File: config.mk
export PLATFORM = sky130hd
export DESIGN_NAME = monitor_status_config_regs
export DESIGN_NICKNAME = d
export VERILOG_FILES = /design/src/monitor_pkg.sv /design/src/seq_if.sv /design/src/conv_sequencer.sv /design/src/drdy_pulse_gen.sv /design/src/monitor_status_config_regs.sv
export VERILOG_INCLUDE_DIRS = /design/src /design/src/src
export SDC_FILE = /design/constraint.sdc
export NUM_CORES = 1
export LEC_CHECK = 0
export BUFFER_PORTS_ARGS = -buffer_cell sky130_fd_sc_hd__buf_4
export CAP_MARGIN = 10
export CORE_MARGIN = 2
export CORE_UTILIZATION = 53
export DETAILED_ROUTE_END_ITERATION = 12
export PLACE_DENSITY = 0.84
export SYNTH_ARGS = -nofsm -noshare
export SYNTH_HDL_FRONTEND = slang
export SYNTH_SLANG_ARGS = --single-unit
File: constraint.sdc
create_clock -name clk -period 2.7 [get_ports clk]
set_input_delay 0.54 -clock clk [delete_from_list [all_inputs] [get_ports clk]]
set_output_delay 0.54 -clock clk [all_outputs]
set_load 0.01 [all_outputs]
File: src/monitor_cfg.svh
// Purpose: Bit positions, reset values and timing for the status/config block.
// Assumes: One 250 MHz clock.
// Notes:   Shared by the top and the pulse generator.
`ifndef MONITOR_CFG_SVH
`define MONITOR_CFG_SVH

// Status/configuration word, 16 bits
`define SCR_WIDTH          16
`define SCR_RESET_DONE_FLAG_BIT       14
`define SCR_CONV_DATA_READY_FLAG_BIT       13
`define SCR_ZERO_BIT       12
`define SCR_EXT_REF_SELECT_BIT       7
`define SCR_INT_REF_GAIN_SELECT_BIT       6
`define SCR_EXT_TRIGGER_ENABLE_BIT      5

// Reset values
`define SCR_RESET_DONE_FLAG_RST       1'b1
`define SCR_CONV_DATA_READY_FLAG_RST       1'b0
`define SCR_EXT_REF_SELECT_RST       1'b0
`define SCR_INT_REF_GAIN_SELECT_RST       1'b0
`define SCR_EXT_TRIGGER_ENABLE_RST      1'b0
`define CONV_REPEAT_MODE_RST          1'b0

// ADC control word fields
`define ACR_CONV_REPEAT_MODE_BIT      15
`define ACR_FIRST_LSB      8
`define ACR_LAST_LSB       4

// Timing
`define CLK_FREQ_MHZ       250
`define DRDY_PULSE_NS      2000
`define DRDY_PULSE_CYC     ((`DRDY_PULSE_NS * `CLK_FREQ_MHZ) / 1000)

`endif

File: src/monitor_pkg.sv
// Purpose: Types shared by the status/config block and its sequencer.
// Assumes: Constants live in monitor_cfg.svh.
// Notes:   One-hot state codes.
package monitor_pkg;

    typedef logic [3:0] chan_t;

    typedef enum logic [1:0] {
        SEQ_IDLE = 2'b01,
        SEQ_BUSY = 2'b10
    } seq_state_e;

    // Next channel address, wraps at the top of the range
    function automatic chan_t next_chan(input chan_t c);
        next_chan = chan_t'(c + 4'h1);
    endfunction : next_chan

endpackage : monitor_pkg

File: src/seq_if.sv
// Purpose: Carrier between the register block and the channel sequencer.
// Assumes: Single clock domain.
// Notes:   None.
`timescale 1ns/1ps
`default_nettype none
interface seq_if;
    import monitor_pkg::*;
    logic  trig;
    logic  abort;
    logic  auto_mode;
    chan_t first;
    chan_t last;
    logic  chan_done;
    logic  start;
    chan_t chan;
    logic  set_done;

    modport ctrl (output trig, abort, auto_mode, first, last, chan_done,
                  input start, chan, set_done);
    modport seq  (input trig, abort, auto_mode, first, last, chan_done,
                  output start, chan, set_done);
endinterface : seq_if
`default_nettype wire

File: src/conv_sequencer.sv
// Purpose: Steps the ADC through the first..last channel group.
// Assumes: ADC reports each finished channel with a one-cycle pulse.
// Notes:   A trigger while busy restarts the group from the first channel.
`timescale 1ns/1ps
`default_nettype none
module conv_sequencer
    import monitor_pkg::*;
(
    // Clock and reset
    input  wire logic clk,
    input  wire logic reset_n,
    // To the register block
    seq_if.seq        sq
);
    seq_state_e state_q;
    logic       at_last;

    assign at_last = (sq.chan == sq.last);

    always_ff @(posedge clk) begin
        if (!reset_n) begin
            state_q     <= SEQ_IDLE;
            sq.chan     <= 4'h0;
            sq.start    <= 1'b0;
            sq.set_done <= 1'b0;
        end else begin
            sq.start    <= 1'b0;
            sq.set_done <= 1'b0;
            case (state_q)
                SEQ_IDLE: begin
                    if (sq.trig) begin
                        sq.chan  <= sq.first;
                        sq.start <= 1'b1;
                        state_q  <= SEQ_BUSY;
                    end
                end
                SEQ_BUSY: begin
                    if (sq.abort) begin
                        state_q <= SEQ_IDLE;
                    end else if (sq.trig) begin
                        sq.chan  <= sq.first;
                        sq.start <= 1'b1;
                    end else if (sq.chan_done) begin
                        if (at_last) begin
                            sq.set_done <= 1'b1;
                            if (sq.auto_mode) begin
                                sq.chan  <= sq.first;
                                sq.start <= 1'b1;
                            end else begin
                                state_q <= SEQ_IDLE;
                            end
                        end else begin
                            sq.chan  <= next_chan(sq.chan);
                            sq.start <= 1'b1;
                        end
                    end
                end
                default: state_q <= SEQ_IDLE;
            endcase
        end
    end
endmodule : conv_sequencer
`default_nettype wire

File: src/drdy_pulse_gen.sv
// Purpose: Fixed-width low pulse timer for the data-ready pin in auto mode.
// Assumes: Fire is a one-cycle pulse.
// Notes:   A new fire restarts the full width.
`timescale 1ns/1ps
`default_nettype none
`include "monitor_cfg.svh"
module drdy_pulse_gen #(
    parameter int unsigned WIDTH_CYC = `DRDY_PULSE_CYC
) (
    // Clock and reset
    input  wire logic clk,
    input  wire logic reset_n,
    // Control
    input  wire logic fire,
    output logic      active
);
    localparam int unsigned CW = $clog2(WIDTH_CYC + 1);
    localparam logic [CW-1:0] LOAD = CW'(WIDTH_CYC);

    logic [CW-1:0] cnt_q;

    assign active = (cnt_q != '0);

    always_ff @(posedge clk) begin
        if (!reset_n) begin
            cnt_q <= '0;
        end else if (fire) begin
            cnt_q <= LOAD;
        end else if (active) begin
            cnt_q <= cnt_q - CW'(1);
        end
    end

endmodule : drdy_pulse_gen
`default_nettype wire

File: src/monitor_status_config_regs.sv
// Purpose: Status/configuration register, reset behaviour and data-ready pin.
// Assumes: Serial framing is decoded outside; accesses arrive as word strobes.
// Notes:   In direct mode the pin follows the flag one cycle late (registered output); in auto mode it follows the pulse timer.
//
// What this block does
// Any reset returns every software-visible register to its default.
// Resets never touch the DAC input shift register; only registers reset.
// Host keeps slave-select deasserted during power-up, ideally via pull-up.
// After reset everything stays powered down until host writes power-down.
// Reset-done flag bit 14 sets on reset; write 0 clears, 1 keeps.
// Direct mode: data-ready flag bit 13 is 1 when group done, else 0.
// Auto mode: data-ready flag is always zero.
// Direct mode: data-ready pin low when flag is 1, high when 0.
// Auto mode: 2us low pulse on pin after last channel converts.
// Flag clears on data read, new conversion start, or writing zero.
// Bit 12 is read-only and always reads zero.
// Bit 7 zero picks internal reference; one disconnects it for external.
// Bit 6 picks 1.25V or 2.5V internal; ignored with external reference.
// Reference select and gain also go to the current source.
// Bit 5 set: trigger pin rising edge starts; control writes only select.
// External trigger converts first..last channel once, then idles.
// Bit 5 clear: trigger pin ignored; each control write starts conversion.
// External trigger forces direct mode; else repeat bit picks direct/auto.
// Reset: flag, reference bits, trigger enable zero; reset-done one.
// Repeat bit forced zero when external trigger enabled; auto repeats.
// Don't-care bits ignore writes and read as zero.
`timescale 1ns/1ps
`default_nettype none
`include "monitor_cfg.svh"
module monitor_status_config_regs
    import monitor_pkg::*;
#(
    parameter int unsigned DRDY_PULSE_CYC = `DRDY_PULSE_CYC
) (
    // Clock and reset
    input  wire logic        clk,
    input  wire logic        reset_n,
    // Status/configuration word access
    input  wire logic        scr_wr,
    input  wire logic [15:0] scr_wdata,
    output logic      [15:0] scr_rdata_q,
    // Other register events from the serial decoder
    input  wire logic        adc_ctrl_wr,
    input  wire logic [15:0] adc_ctrl_wdata,
    input  wire logic        adc_data_rd,
    input  wire logic        pd_reg_wr,
    // Trigger pin and ADC handshake
    input  wire logic        convert_pin,
    input  wire logic        adc_chan_done,
    output logic             adc_start_q,
    output logic      [3:0]  adc_chan_q,
    // Pins and analog controls
    output logic             data_ready_pin_n,
    output logic             ext_ref_select,
    output logic             int_ref_gain_select,
    output logic      [1:0]  isrc_ref_cfg_q,
    output logic             powered_down_q
);
    // Register bits
    logic  reset_done_flag_q;
    logic  conv_data_ready_flag_q;
    logic  ext_ref_select_q;
    logic  int_ref_gain_select_q;
    logic  ext_trigger_enable_q;
    logic  conv_repeat_mode_q;
    chan_t first_channel_addr_q;
    chan_t last_channel_addr_q;
    logic  convert_pin_q;
    logic  drdy_pin_q;

    // Decode
    logic  ext_edge;
    logic  int_trig;
    logic  conv_trig;
    logic  auto_mode;
    logic  flag_set;
    logic  flag_clr;
    logic  flag_d;
    logic  reset_done_flag_d;
    logic  pulse_fire;
    logic  pulse_active;
    logic  ext_en_rise;
    logic  [15:0] scr_word;
    chan_t wr_first;

    seq_if sq ();

    assign ext_edge    = ext_trigger_enable_q && convert_pin && !convert_pin_q;
    assign int_trig    = adc_ctrl_wr && !ext_trigger_enable_q;
    assign conv_trig   = ext_edge || int_trig;
    assign auto_mode   = !ext_trigger_enable_q && conv_repeat_mode_q;
    assign ext_en_rise = scr_wr && scr_wdata[`SCR_EXT_TRIGGER_ENABLE_BIT] && !ext_trigger_enable_q;

    // Done pulse only sets the flag for a direct-mode group
    assign flag_set   = sq.set_done && !auto_mode;
    assign flag_clr   = adc_data_rd || conv_trig ||
                        (scr_wr && !scr_wdata[`SCR_CONV_DATA_READY_FLAG_BIT]);
    // Set beats a simultaneous clear so a finished group is never lost
    assign flag_d     = auto_mode ? 1'b0 :
                        (flag_set || (conv_data_ready_flag_q && !flag_clr));
    assign reset_done_flag_d     = reset_done_flag_q &&
                        !(scr_wr && !scr_wdata[`SCR_RESET_DONE_FLAG_BIT]);
    assign pulse_fire = sq.set_done && auto_mode;

    // Unlisted and bit 12 positions read as zero
    assign scr_word = (16'h0001 << `SCR_RESET_DONE_FLAG_BIT)  & {16{reset_done_flag_q}}      |
                      (16'h0001 << `SCR_CONV_DATA_READY_FLAG_BIT)  & {16{conv_data_ready_flag_q}} |
                      (16'h0001 << `SCR_EXT_REF_SELECT_BIT)  & {16{ext_ref_select_q}}       |
                      (16'h0001 << `SCR_INT_REF_GAIN_SELECT_BIT)  & {16{int_ref_gain_select_q}}  |
                      (16'h0001 << `SCR_EXT_TRIGGER_ENABLE_BIT) & {16{ext_trigger_enable_q}};

    // Sequencer hookup
    assign sq.trig      = conv_trig;
    assign sq.abort     = ext_en_rise && conv_repeat_mode_q;
    assign sq.auto_mode = auto_mode;
    // Bypass so a control write starts from its own first channel, not the stale one
    assign wr_first     = adc_ctrl_wdata[`ACR_FIRST_LSB +: 4];
    assign sq.first     = adc_ctrl_wr ? wr_first : first_channel_addr_q;
    assign sq.last      = last_channel_addr_q;
    assign sq.chan_done = adc_chan_done;

    conv_sequencer u_seq (
        .clk     (clk),
        .reset_n (reset_n),
        .sq      (sq)
    );

    drdy_pulse_gen #(
        .WIDTH_CYC (DRDY_PULSE_CYC)
    ) u_pulse (
        .clk     (clk),
        .reset_n (reset_n),
        .fire    (pulse_fire),
        .active  (pulse_active)
    );

    // Status/configuration register; config bits change only on reset and host writes, the data-ready flag also on group done, data reads and conversion starts
    always_ff @(posedge clk) begin
        if (!reset_n) begin
            reset_done_flag_q      <= `SCR_RESET_DONE_FLAG_RST;
            conv_data_ready_flag_q <= `SCR_CONV_DATA_READY_FLAG_RST;
            ext_ref_select_q       <= `SCR_EXT_REF_SELECT_RST;
            int_ref_gain_select_q  <= `SCR_INT_REF_GAIN_SELECT_RST;
            ext_trigger_enable_q   <= `SCR_EXT_TRIGGER_ENABLE_RST;
        end else begin
            reset_done_flag_q      <= reset_done_flag_d;
            conv_data_ready_flag_q <= flag_d;
            if (scr_wr) begin
                ext_ref_select_q      <= scr_wdata[`SCR_EXT_REF_SELECT_BIT];
                int_ref_gain_select_q <= scr_wdata[`SCR_INT_REF_GAIN_SELECT_BIT];
                ext_trigger_enable_q  <= scr_wdata[`SCR_EXT_TRIGGER_ENABLE_BIT];
            end
        end
    end

    // ADC control fields kept here for group selection and mode decode
    always_ff @(posedge clk) begin
        if (!reset_n) begin
            conv_repeat_mode_q   <= `CONV_REPEAT_MODE_RST;
            first_channel_addr_q <= 4'h0;
            last_channel_addr_q  <= 4'h0;
        end else begin
            if (adc_ctrl_wr) begin
                first_channel_addr_q <= adc_ctrl_wdata[`ACR_FIRST_LSB +: 4];
                last_channel_addr_q  <= adc_ctrl_wdata[`ACR_LAST_LSB +: 4];
            end
            if (ext_trigger_enable_q || ext_en_rise) begin
                conv_repeat_mode_q <= 1'b0;
            end else if (adc_ctrl_wr) begin
                conv_repeat_mode_q <= adc_ctrl_wdata[`ACR_CONV_REPEAT_MODE_BIT];
            end
        end
    end

    // Pins and analog controls; DAC shift register lives outside, resets skip it  //
    always_ff @(posedge clk) begin
        if (!reset_n) begin
            convert_pin_q  <= 1'b0;
            drdy_pin_q     <= 1'b1;
            scr_rdata_q    <= 16'h0000;
            adc_start_q    <= 1'b0;
            adc_chan_q     <= 4'h0;
            isrc_ref_cfg_q <= 2'h0;
            powered_down_q <= 1'b1;
        end else begin
            convert_pin_q  <= convert_pin;
            drdy_pin_q     <= auto_mode ? !pulse_active
                                        : !conv_data_ready_flag_q;
            scr_rdata_q    <= scr_word;
            adc_start_q    <= sq.start;
            adc_chan_q     <= sq.chan;
            isrc_ref_cfg_q <= {ext_ref_select_q, int_ref_gain_select_q};
            if (pd_reg_wr) begin
                powered_down_q <= 1'b0;
            end
        end
    end

    assign data_ready_pin_n    = drdy_pin_q;
    assign ext_ref_select      = ext_ref_select_q;
    assign int_ref_gain_select = int_ref_gain_select_q;
endmodule : monitor_status_config_regs
`default_nettype wire

# Word-level counts from Yosys, hierarchy flattened
# Cells that the tools add are included.
# word_totals
regBits	57
inputBits	40
out_inout_bits	27
elab_cells	103
# op_classes
addsub	2
n_eq_ne	11
n_mux	26
bitwise	7
reduce_logical	36
# op_table
op	n
$mux W4	7
$mux W9	2
$or A15 B14 Y15	1
$or A15 B6 Y15	1
$or A15 B7 Y15	1
$or A15 B8 Y15	1
$logic_and A1 B1 Y1	13
$mux W2	6
$ne A3 B3 Y1 const B	4
$reduce_and A5 Y1	2
$logic_not A1 Y1	9
$reduce_bool A9 Y1	1
$sub A9 B1 Y9 const B	1
$mux W1	8
$pmux W4 S2	1
$reduce_or A2 Y1	3
$logic_or A1 B1 Y1	5
$reduce_or A5 Y1	1
$add A4 B1 Y4 const B	1
$eq A4 B4 Y1	1
$ne A2 B2 Y1 const B	2
$ne A4 B4 Y1 const B	1
$pmux W2 S2	1
$reduce_bool A2 Y1	2
other kinds (5)	7

# Longest topological paths before layout
# Gate-level depths: netlist of the first run.
# depth
word_depth	8
ltp_mapped	7
ltp_nobuf	7

# Modules after synthesis
# A second synthesis of the first run with hierarchy kept.
# unflattened
hier_cells	208
area_unflattened_um2	2059.5
# by_module_without_submodules
mod	n_inst	cells_per_inst	area_each_um2
monitor_status_config_regs	1	98	1048.5
conv_sequencer	1	62	556.8
drdy_pulse_gen	1	48	454.2

# Worst setup path before layout of the first run
# Ideal clock, no wire load.
# synth_path
path_kind	in2reg
startpoint	input port adc_ctrl_wr
endpoint	register u_seq.sq.chan[1]
setup_ps	116
arrival_time_ps	1609
path_slack_ps	974
cell_stages	7
n_path_buf	2
path_cell_list	buf_4 > nand2b_1 > and2_1 > and3_1 > buf_2 > o21ai_1 > a31o_2
# synth_between
elab_chain_cells	7
# synth_rtl
element	line_no	text
from (decl)	monitor_status_config_regs.sv:43	input wire logic adc_ctrl_wr,
$mux W4	-	
$mux W4	conv_sequencer.sv:46	if (sq.auto_mode) begin
$mux W4	conv_sequencer.sv:44	if (at_last) begin
$mux W4	conv_sequencer.sv:43	end else if (sq.chan_done) begin
$mux W4	conv_sequencer.sv:40	end else if (sq.trig) begin
$mux W4	conv_sequencer.sv:38	if (sq.abort) begin
$pmux W4 S2	conv_sequencer.sv:29	case (state_q)
to (signal assigned)	conv_sequencer.sv:32	sq.chan <= sq.first;
to (signal assigned)	conv_sequencer.sv:41	sq.chan <= sq.first;
to (signal assigned)	conv_sequencer.sv:47	sq.chan <= sq.first;
to (decl)	seq_if.sv:21	output start, chan, set_done);
# Parallel ways exist; a longest one is shown, timed or not. The select of a mux whose other input is x is not followed.
# A chain may end at the register's enable or synchronous reset.

# Worst setup path after layout of the first run
# layout_path
startpoint	register u_seq.state_q[0]
endpoint	register u_seq.sq.chan[2]
# layout_between
elab_chain_cells	3
# layout_rtl
element	line_no	text
from (decl)	conv_sequencer.sv:15	seq_state_e state_q;
from (signal assigned)	conv_sequencer.sv:22	state_q <= SEQ_IDLE;
from (signal assigned)	conv_sequencer.sv:34	state_q <= SEQ_BUSY;
from (signal assigned)	conv_sequencer.sv:39	state_q <= SEQ_IDLE;
$eq A2 B2 Y1 or $eq A2 B1 Y1 (tied branches)	conv_sequencer.sv:29	
$ne A4 B4 Y1 (no source line) (tied with other cells)	-	
$reduce_and A5 Y1 (no source line)	-	
# Parallel ways exist; a longest one is shown, timed or not.

==> impl_metrics.json, run 1 <==
{
  "drive_above_1_share_pct": 19.4,
  "grt_pass1_wl_microns": 5810,
  "startpoint_type": "register",
  "wire_per_inst_microns": 11.7,
  "power_density_nw_per_um2": 732,
  "die_w_microns": 64.9,
  "status": "finished clean",
  "firstDrtPassIters": 4,
  "start_util_pct": 54.5,
  "topRoutingLayerUsed": "met4",
  "cp.arrival_ns": 1.90,
  "drt-total-wl_microns": 3450,
  "antenna_found_initial": 0,
  "wirelength_met1_microns": 1570,
  "cts-hold-fix-buffers": 0,
  "grt_pass1_vias": 1361,
  "cts_tree": "done",
  "ys_top_cells_by_area": "dfxtp_1 (45%), mux2i_1 (5.6%), buf_4 (5.4%)",
  "cts_setup_buffers": 0,
  "htree_num_levels": 2,
  "avgSynthCellArea_sq_um": 9.31,
  "cts.path.max_buffers": 2,
  "postSynthCellCount": 211,
  "worstHoldPathType": "primary input to register",
  "whs_path_depth": 2,
  "final_nets": 290,
  "cts_resized": 0,
  "diodes": 0,
  "clock_latency_ns": 0.29,
  "fin_skew_ns": 0.00517,
  "grt_max_degree": 42,
  "synth-edff-count": 0,
  "cts_sinks": 44,
  "cts_root_buf": "clkbuf_8",
  "met2WireLength_microns": 1650,
  "cellLeakagePower_nw": 1.05,
  "path_class": "register to register",
  "fp.coreArea_sq_um": 3610,
  "async_reset_ff_share_pct": 0,
  "gp_congestion": 0.810,
  "drcViolationCount": 0,
  "ff2ff_path_depth": 6,
  "cp.required_ns": 2.87,
  "ant_nets": 0,
  "die_h_microns": 64.9,
  "max-vdd-ir-drop_mv": 0.399,
  "yosys.area.top_type": "dfxtp_1",
  "hold_viol": 0,
  "cp-end-kind": "register",
  "final_max_slew_viol_count": 0,
  "ys.flop_type": "dfxtp_1",
  "yosys_warnings": 0,
  "syn_area_sq_um": 1960,
  "io_buffers": 37,
  "wl_met3_microns": 194,
  "ys_seq_elements": 44,
  "yosysTopAreaCellShare_pct": 44.8,
  "drt_iter0_drc": 49,
  "finalSetupTns_ns": 0,
  "finalCriticalPeriod_ns": 1.73,
  "fmax_mhz": 576,
  "viasPerCell": 5.11,
  "dieArea_sq_um": 4210,
  "hpwl_microns": 2540,
  "cap_violations": 0,
  "routed-via-count": 1508,
  "ys_types": 43,
  "rsz0062_at_grt": "no",
  "path_max_fanout": 8,
  "pin_count": 67,
  "rows": 22,
  "path_clk_slew_ns": 0.08,
  "finalCritPeriodShare_pct": 64.3,
  "grt_util_all_layers_pct": 17.9,
  "ys_seq_area_share_pct": 44.8,
  "setup-violations-final": 0,
  "grt_overflow": 0,
  "fin_hold_ws_ns": 0.420,
  "cts_made_buffers": 5,
  "syn_to_final_growth_pct": 17.3
}
[synthesized netlist by cell type, types with 4 or more instances]
cell type  number
nor2b_1        12
and2_1          9
ha_1            4
a21oi_1         5
nor2_1          8
o21ai_0         6
clkbuf_1        4
o211ai_1        4
mux2i_1        11
a21boi_0        6
nand2_1        15
buf_4          14
nand3_1         5
xnor2_1         7
nand2b_1        4
dfxtp_1        44
inv_1          15
[power breakdown]
part	switching, W	internal (W)	total [W]
Clock	0.000204	0.000209	0.000412
Combinational	0.000251	0.000229	0.000480
Sequential	0.0000671	0.000728	0.000795
Total	0.000522	0.00117	0.00169
[kinds of logic (layout without fill, tap and decap cells)]
kind of cell,count (synthesis),after routing,synth area share (%)
other,1,11,0.191
AO/OA/AOI/OAI,41,41,14.5
flip-flops,44,44,44.8
XOR/XNOR,8,8,3.57
AND/OR/NAND/NOR,68,68,19.5
adder cells (fa/ha/maj),4,4,2.55
buffers and inverters,34,60,9.23
multiplexers,11,11,5.61
[placed cells by master, fill, tap and decap left out, drive strengths merged, types with 2 or more instances in the layout]
| cell type | n |
|---|---|
| nand2b | 4 |
| nor2b | 12 |
| o211ai | 4 |
| a31oi | 3 |
| dfxtp | 44 |
| mux2i | 11 |
| buf | 37 |
| nand3b | 2 |
| nand2 | 15 |
| ha | 4 |
| o21a | 2 |
| o31ai | 4 |
| o21ai | 7 |
| clkbuf | 8 |
| conb | 11 |
| nor3 | 4 |
| nand4 | 2 |
| and2 | 9 |
| nor2 | 8 |
| nor4 | 2 |
| or4 | 2 |
| inv | 15 |
| a21oi | 5 |
| xnor2 | 7 |
| o22ai | 2 |
| a21boi | 8 |
| nand3 | 5 |
| o211a | 2 |
[layer usage]
metal	up-vias	global-route usage (%)
met5	-	0
li1	769	-
met2	36	30.7
met4	0	6.12
met1	697	20.4
met3	6	6.77
[critical path: stages, from the launching register on]
cell and delay [ns]:
dfxtp_1 0.38, inv_1 0.06, ha_1 0.27, a41oi_1 0.24
o211a_1 0.31, a21boi_0 0.24, o22ai_1 0.11
[registers in the layout (all words and copies together) (netlist names), 2 cells and up]
| name | count |
|---|---|
| last_channel_addr_q | 4 |
| u_pulse.cnt_q | 9 |
| u_seq.state_q | 2 |
| scr_rdata_q | 4 |
| adc_chan_q | 4 |
| first_channel_addr_q | 4 |
| u_seq.sq.chan | 4 |
[area by class of cell]
cell class,instances,area [sq um]
fill,316,1300
multi-input combinational,143,940
sequential,44,881
timing repair buffer,37,278
clock buffer,8,90.1
tap,48,60.1
inverter,15,56.3
[final timing paths]
path	endpoint	slack, ns	startpoint
hold reg to reg	adc_start_q	0.45	u_seq.sq.start
setup / recovery	u_seq.sq.chan[2]	0.97	u_seq.state_q[0]
setup reg to reg	u_seq.sq.chan[2]	0.97	u_seq.state_q[0]
hold / removal	powered_down_q	0.42	pd_reg_wr
[per-stage QoR]
step	area (sq um)	util, %	total power (W)	setup WS [ns]	cells
final	2300	63.9	0.00169	0.965	295
after detailed placement	2210	61.4	0.00129	0.836	287
after CTS	2300	63.9	0.00170	0.990	295
after floorplan	2000	-	0.00119	0.974	221
after global placement	2210	61.4	0.00127	0.865	287
after global routing	2300	63.9	0.00181	0.830	295
Note: power is estimated with default switching activity, not from simulation.
==> run 2, diff against run 1 <==
CORE_UTILIZATION = 45   (was 53)
PLACE_DENSITY = 0.76   (was 0.84)
clock period = 1.55 ns   (was 2.7 ns; I/O delays follow)
==> impl_metrics.json, run 2 (synthesis results as in run 1) <==
{
  "status": "finished with violations",
  "failed_checks": "setup timing",
  "path_class": "register to register",
  "final_nets": 314,
  "cts.path.max_buffers": 2,
  "cts_tree": "done",
  "viasPerCell": 4.98,
  "die_h_microns": 70.1,
  "grt_pass1_wl_microns": 7020,
  "start_util_pct": 46.1,
  "final_common_cell": "buf_4",
  "met1_usage_pct": 21.0,
  "fp.coreArea_sq_um": 4260,
  "grtUsageMet3_pct": 4.62,
  "finalCritPeriodShare_pct": 105,
  "worstHoldPathType": "primary input to register",
  "cts_sinks": 44,
  "grt_util_all_layers_pct": 17.7,
  "die_w_microns": 70.1,
  "power_frac_clock_pct": 24.0,
  "rows": 24,
  "pin_count": 67,
  "gp_congestion": 0.765,
  "cp-end-kind": "register",
  "ant_nets": 0,
  "place_area_sq_um": 2390,
  "layout_setup_ws_ns": -0.0759,
  "grt_max_degree": 42,
  "rsz0062_at_grt": "yes",
  "finalCriticalPeriod_ns": 1.63,
  "use_met2_pct": 31.3,
  "p_sw_share_pct": 31.5,
  "power_density_nw_per_um2": 1380,
  "dieArea_sq_um": 4910,
  "antenna_found_initial": 0,
  "layout_common_cells": "buf_4 (59), dfxtp_1 (36), nand2_1 (15), inv_1 (14), nor2b_1 (12)",
  "drcViolationCount": 0,
  "cp.arrival_ns": 1.81,
  "grt_pass1_vias": 1552,
  "path_max_fanout": 4,
  "largest_reg_flops": 9,
  "diodes": 0,
  "path_clk_slew_ns": 0.08,
  "cap_violations": 0,
  "cts-hold-fix-buffers": 0,
  "drt-total-wl_microns": 4120,
  "finalSetupTns_ns": -0.269,
  "hpwl_microns": 2850,
  "grt.busiest_layer": "met2",
  "comb_power_share_pct": 37.7,
  "hold_viol": 0,
  "cts_made_buffers": 5,
  "largest_register": "u_pulse.cnt_q",
  "nFillCells": 379,
  "cts_root_buf": "clkbuf_8",
  "seqPwrFrac_pct": 38.3,
  "fin_skew_ns": 0.00538,
  "htree_num_levels": 2,
  "p_total_w": 0.00361,
  "startpoint_type": "register",
  "syn_to_final_growth_pct": 32.8,
  "clock_latency_ns": 0.29,
  "io_buffers": 37,
  "setup-violations-final": 6,
  "final_max_slew_viol_count": 0,
  "cp.required_ns": 1.74,
  "cellLeakagePower_nw": 1.19,
  "fmax_mhz": 615,
  "place_ws_ns": -0.0744,
  "max-vdd-ir-drop_mv": 0.850,
  "grt_overflow": 0,
  "wire_per_inst_microns": 12.8,
  "drt_iter0_drc": 68,
  "switchingPower_w": 0.00114,
  "final_area_sq_um": 2610,
  "firstDrtPassIters": 4,
  "fin_hold_ws_ns": 0.191,
  "internal_power_w": 0.00247,
  "routed-via-count": 1608,
  "drive_above_1_share_pct": 34.7
}
==> run 2: timing repair <==
| item | 4_1_cts | 5_1_grt |
|---|---|---|
| gates resized for setup | 5 | 16 |
| setup endpoints to repair | 7 | 14 |
| setup buffers | 4 | 1 |
| pin swaps | 4 | 5 |
==> run 2: worst max-delay path, cell delays in order (launching register included) <==
cell and delay [ns]:
dfxtp_2 0.33, or4_4 0.57, buf_4 0.16, nor3_2 0.20, nor3_1 0.07, o21a_1 0.19
==> run 2: power groups by stage <==
| stage | logic, W | registers, W | clock network, W |
|---|---|---|---|
| after floorplan | 0.000726 | 0.00141 | 0 |
| after global placement | 0.00112 | 0.00139 | 0 |
| after detailed placement | 0.00116 | 0.00140 | 0 |
| after CTS | 0.00125 | 0.00137 | 0.000887 |
| after global routing | 0.00149 | 0.00140 | 0.000938 |
| final | 0.00136 | 0.00138 | 0.000864 |
==> run 2: layout make-up <==
type / instances / area, sq um / area share, %
Clock buffer: 5 / 68.8 / 2.64
Tap cell: 52 / 65.1 / 2.49
Timing Repair Buffer: 61 / 465 / 17.8
Multi-Input combinational cell: 143 / 1020 / 39.1
Inverter: 15 / 56.3 / 2.16
Sequential cell: 44 / 891 / 34.1
Clock inverter: 3 / 42.5 / 1.63
==> run 2: worst paths after layout <==
check,from,depth (start not counted),slack (ns),endpoint
max,u_pulse.cnt_q[4],5,-0.08,u_pulse.cnt_q[2]
min,pd_reg_wr,2,0.19,powered_down_q
max reg2reg,u_pulse.cnt_q[4],5,-0.08,u_pulse.cnt_q[2]
min reg2reg,u_seq.sq.start,1,0.44,adc_start_q
==> run 2: through the flow <==
step           instances  utilization, %
3_5_place_dp         311            56.1
2_1_floorplan        221               -
3_3_place_gp         311            56.1
6_report             323            61.2
4_1_cts              323            59.7
5_1_grt              323            61.2
==> run 2: routing by layer <==
| layer | share of wire (%) | vias up |
|---|---|---|
| met5 | 0 | - |
| met4 | 1.7 | 0 |
| met3 | 4.9 | 9 |
| met2 | 52 | 42 |
| met1 | 42 | 746 |
| li1 | - | 811 |
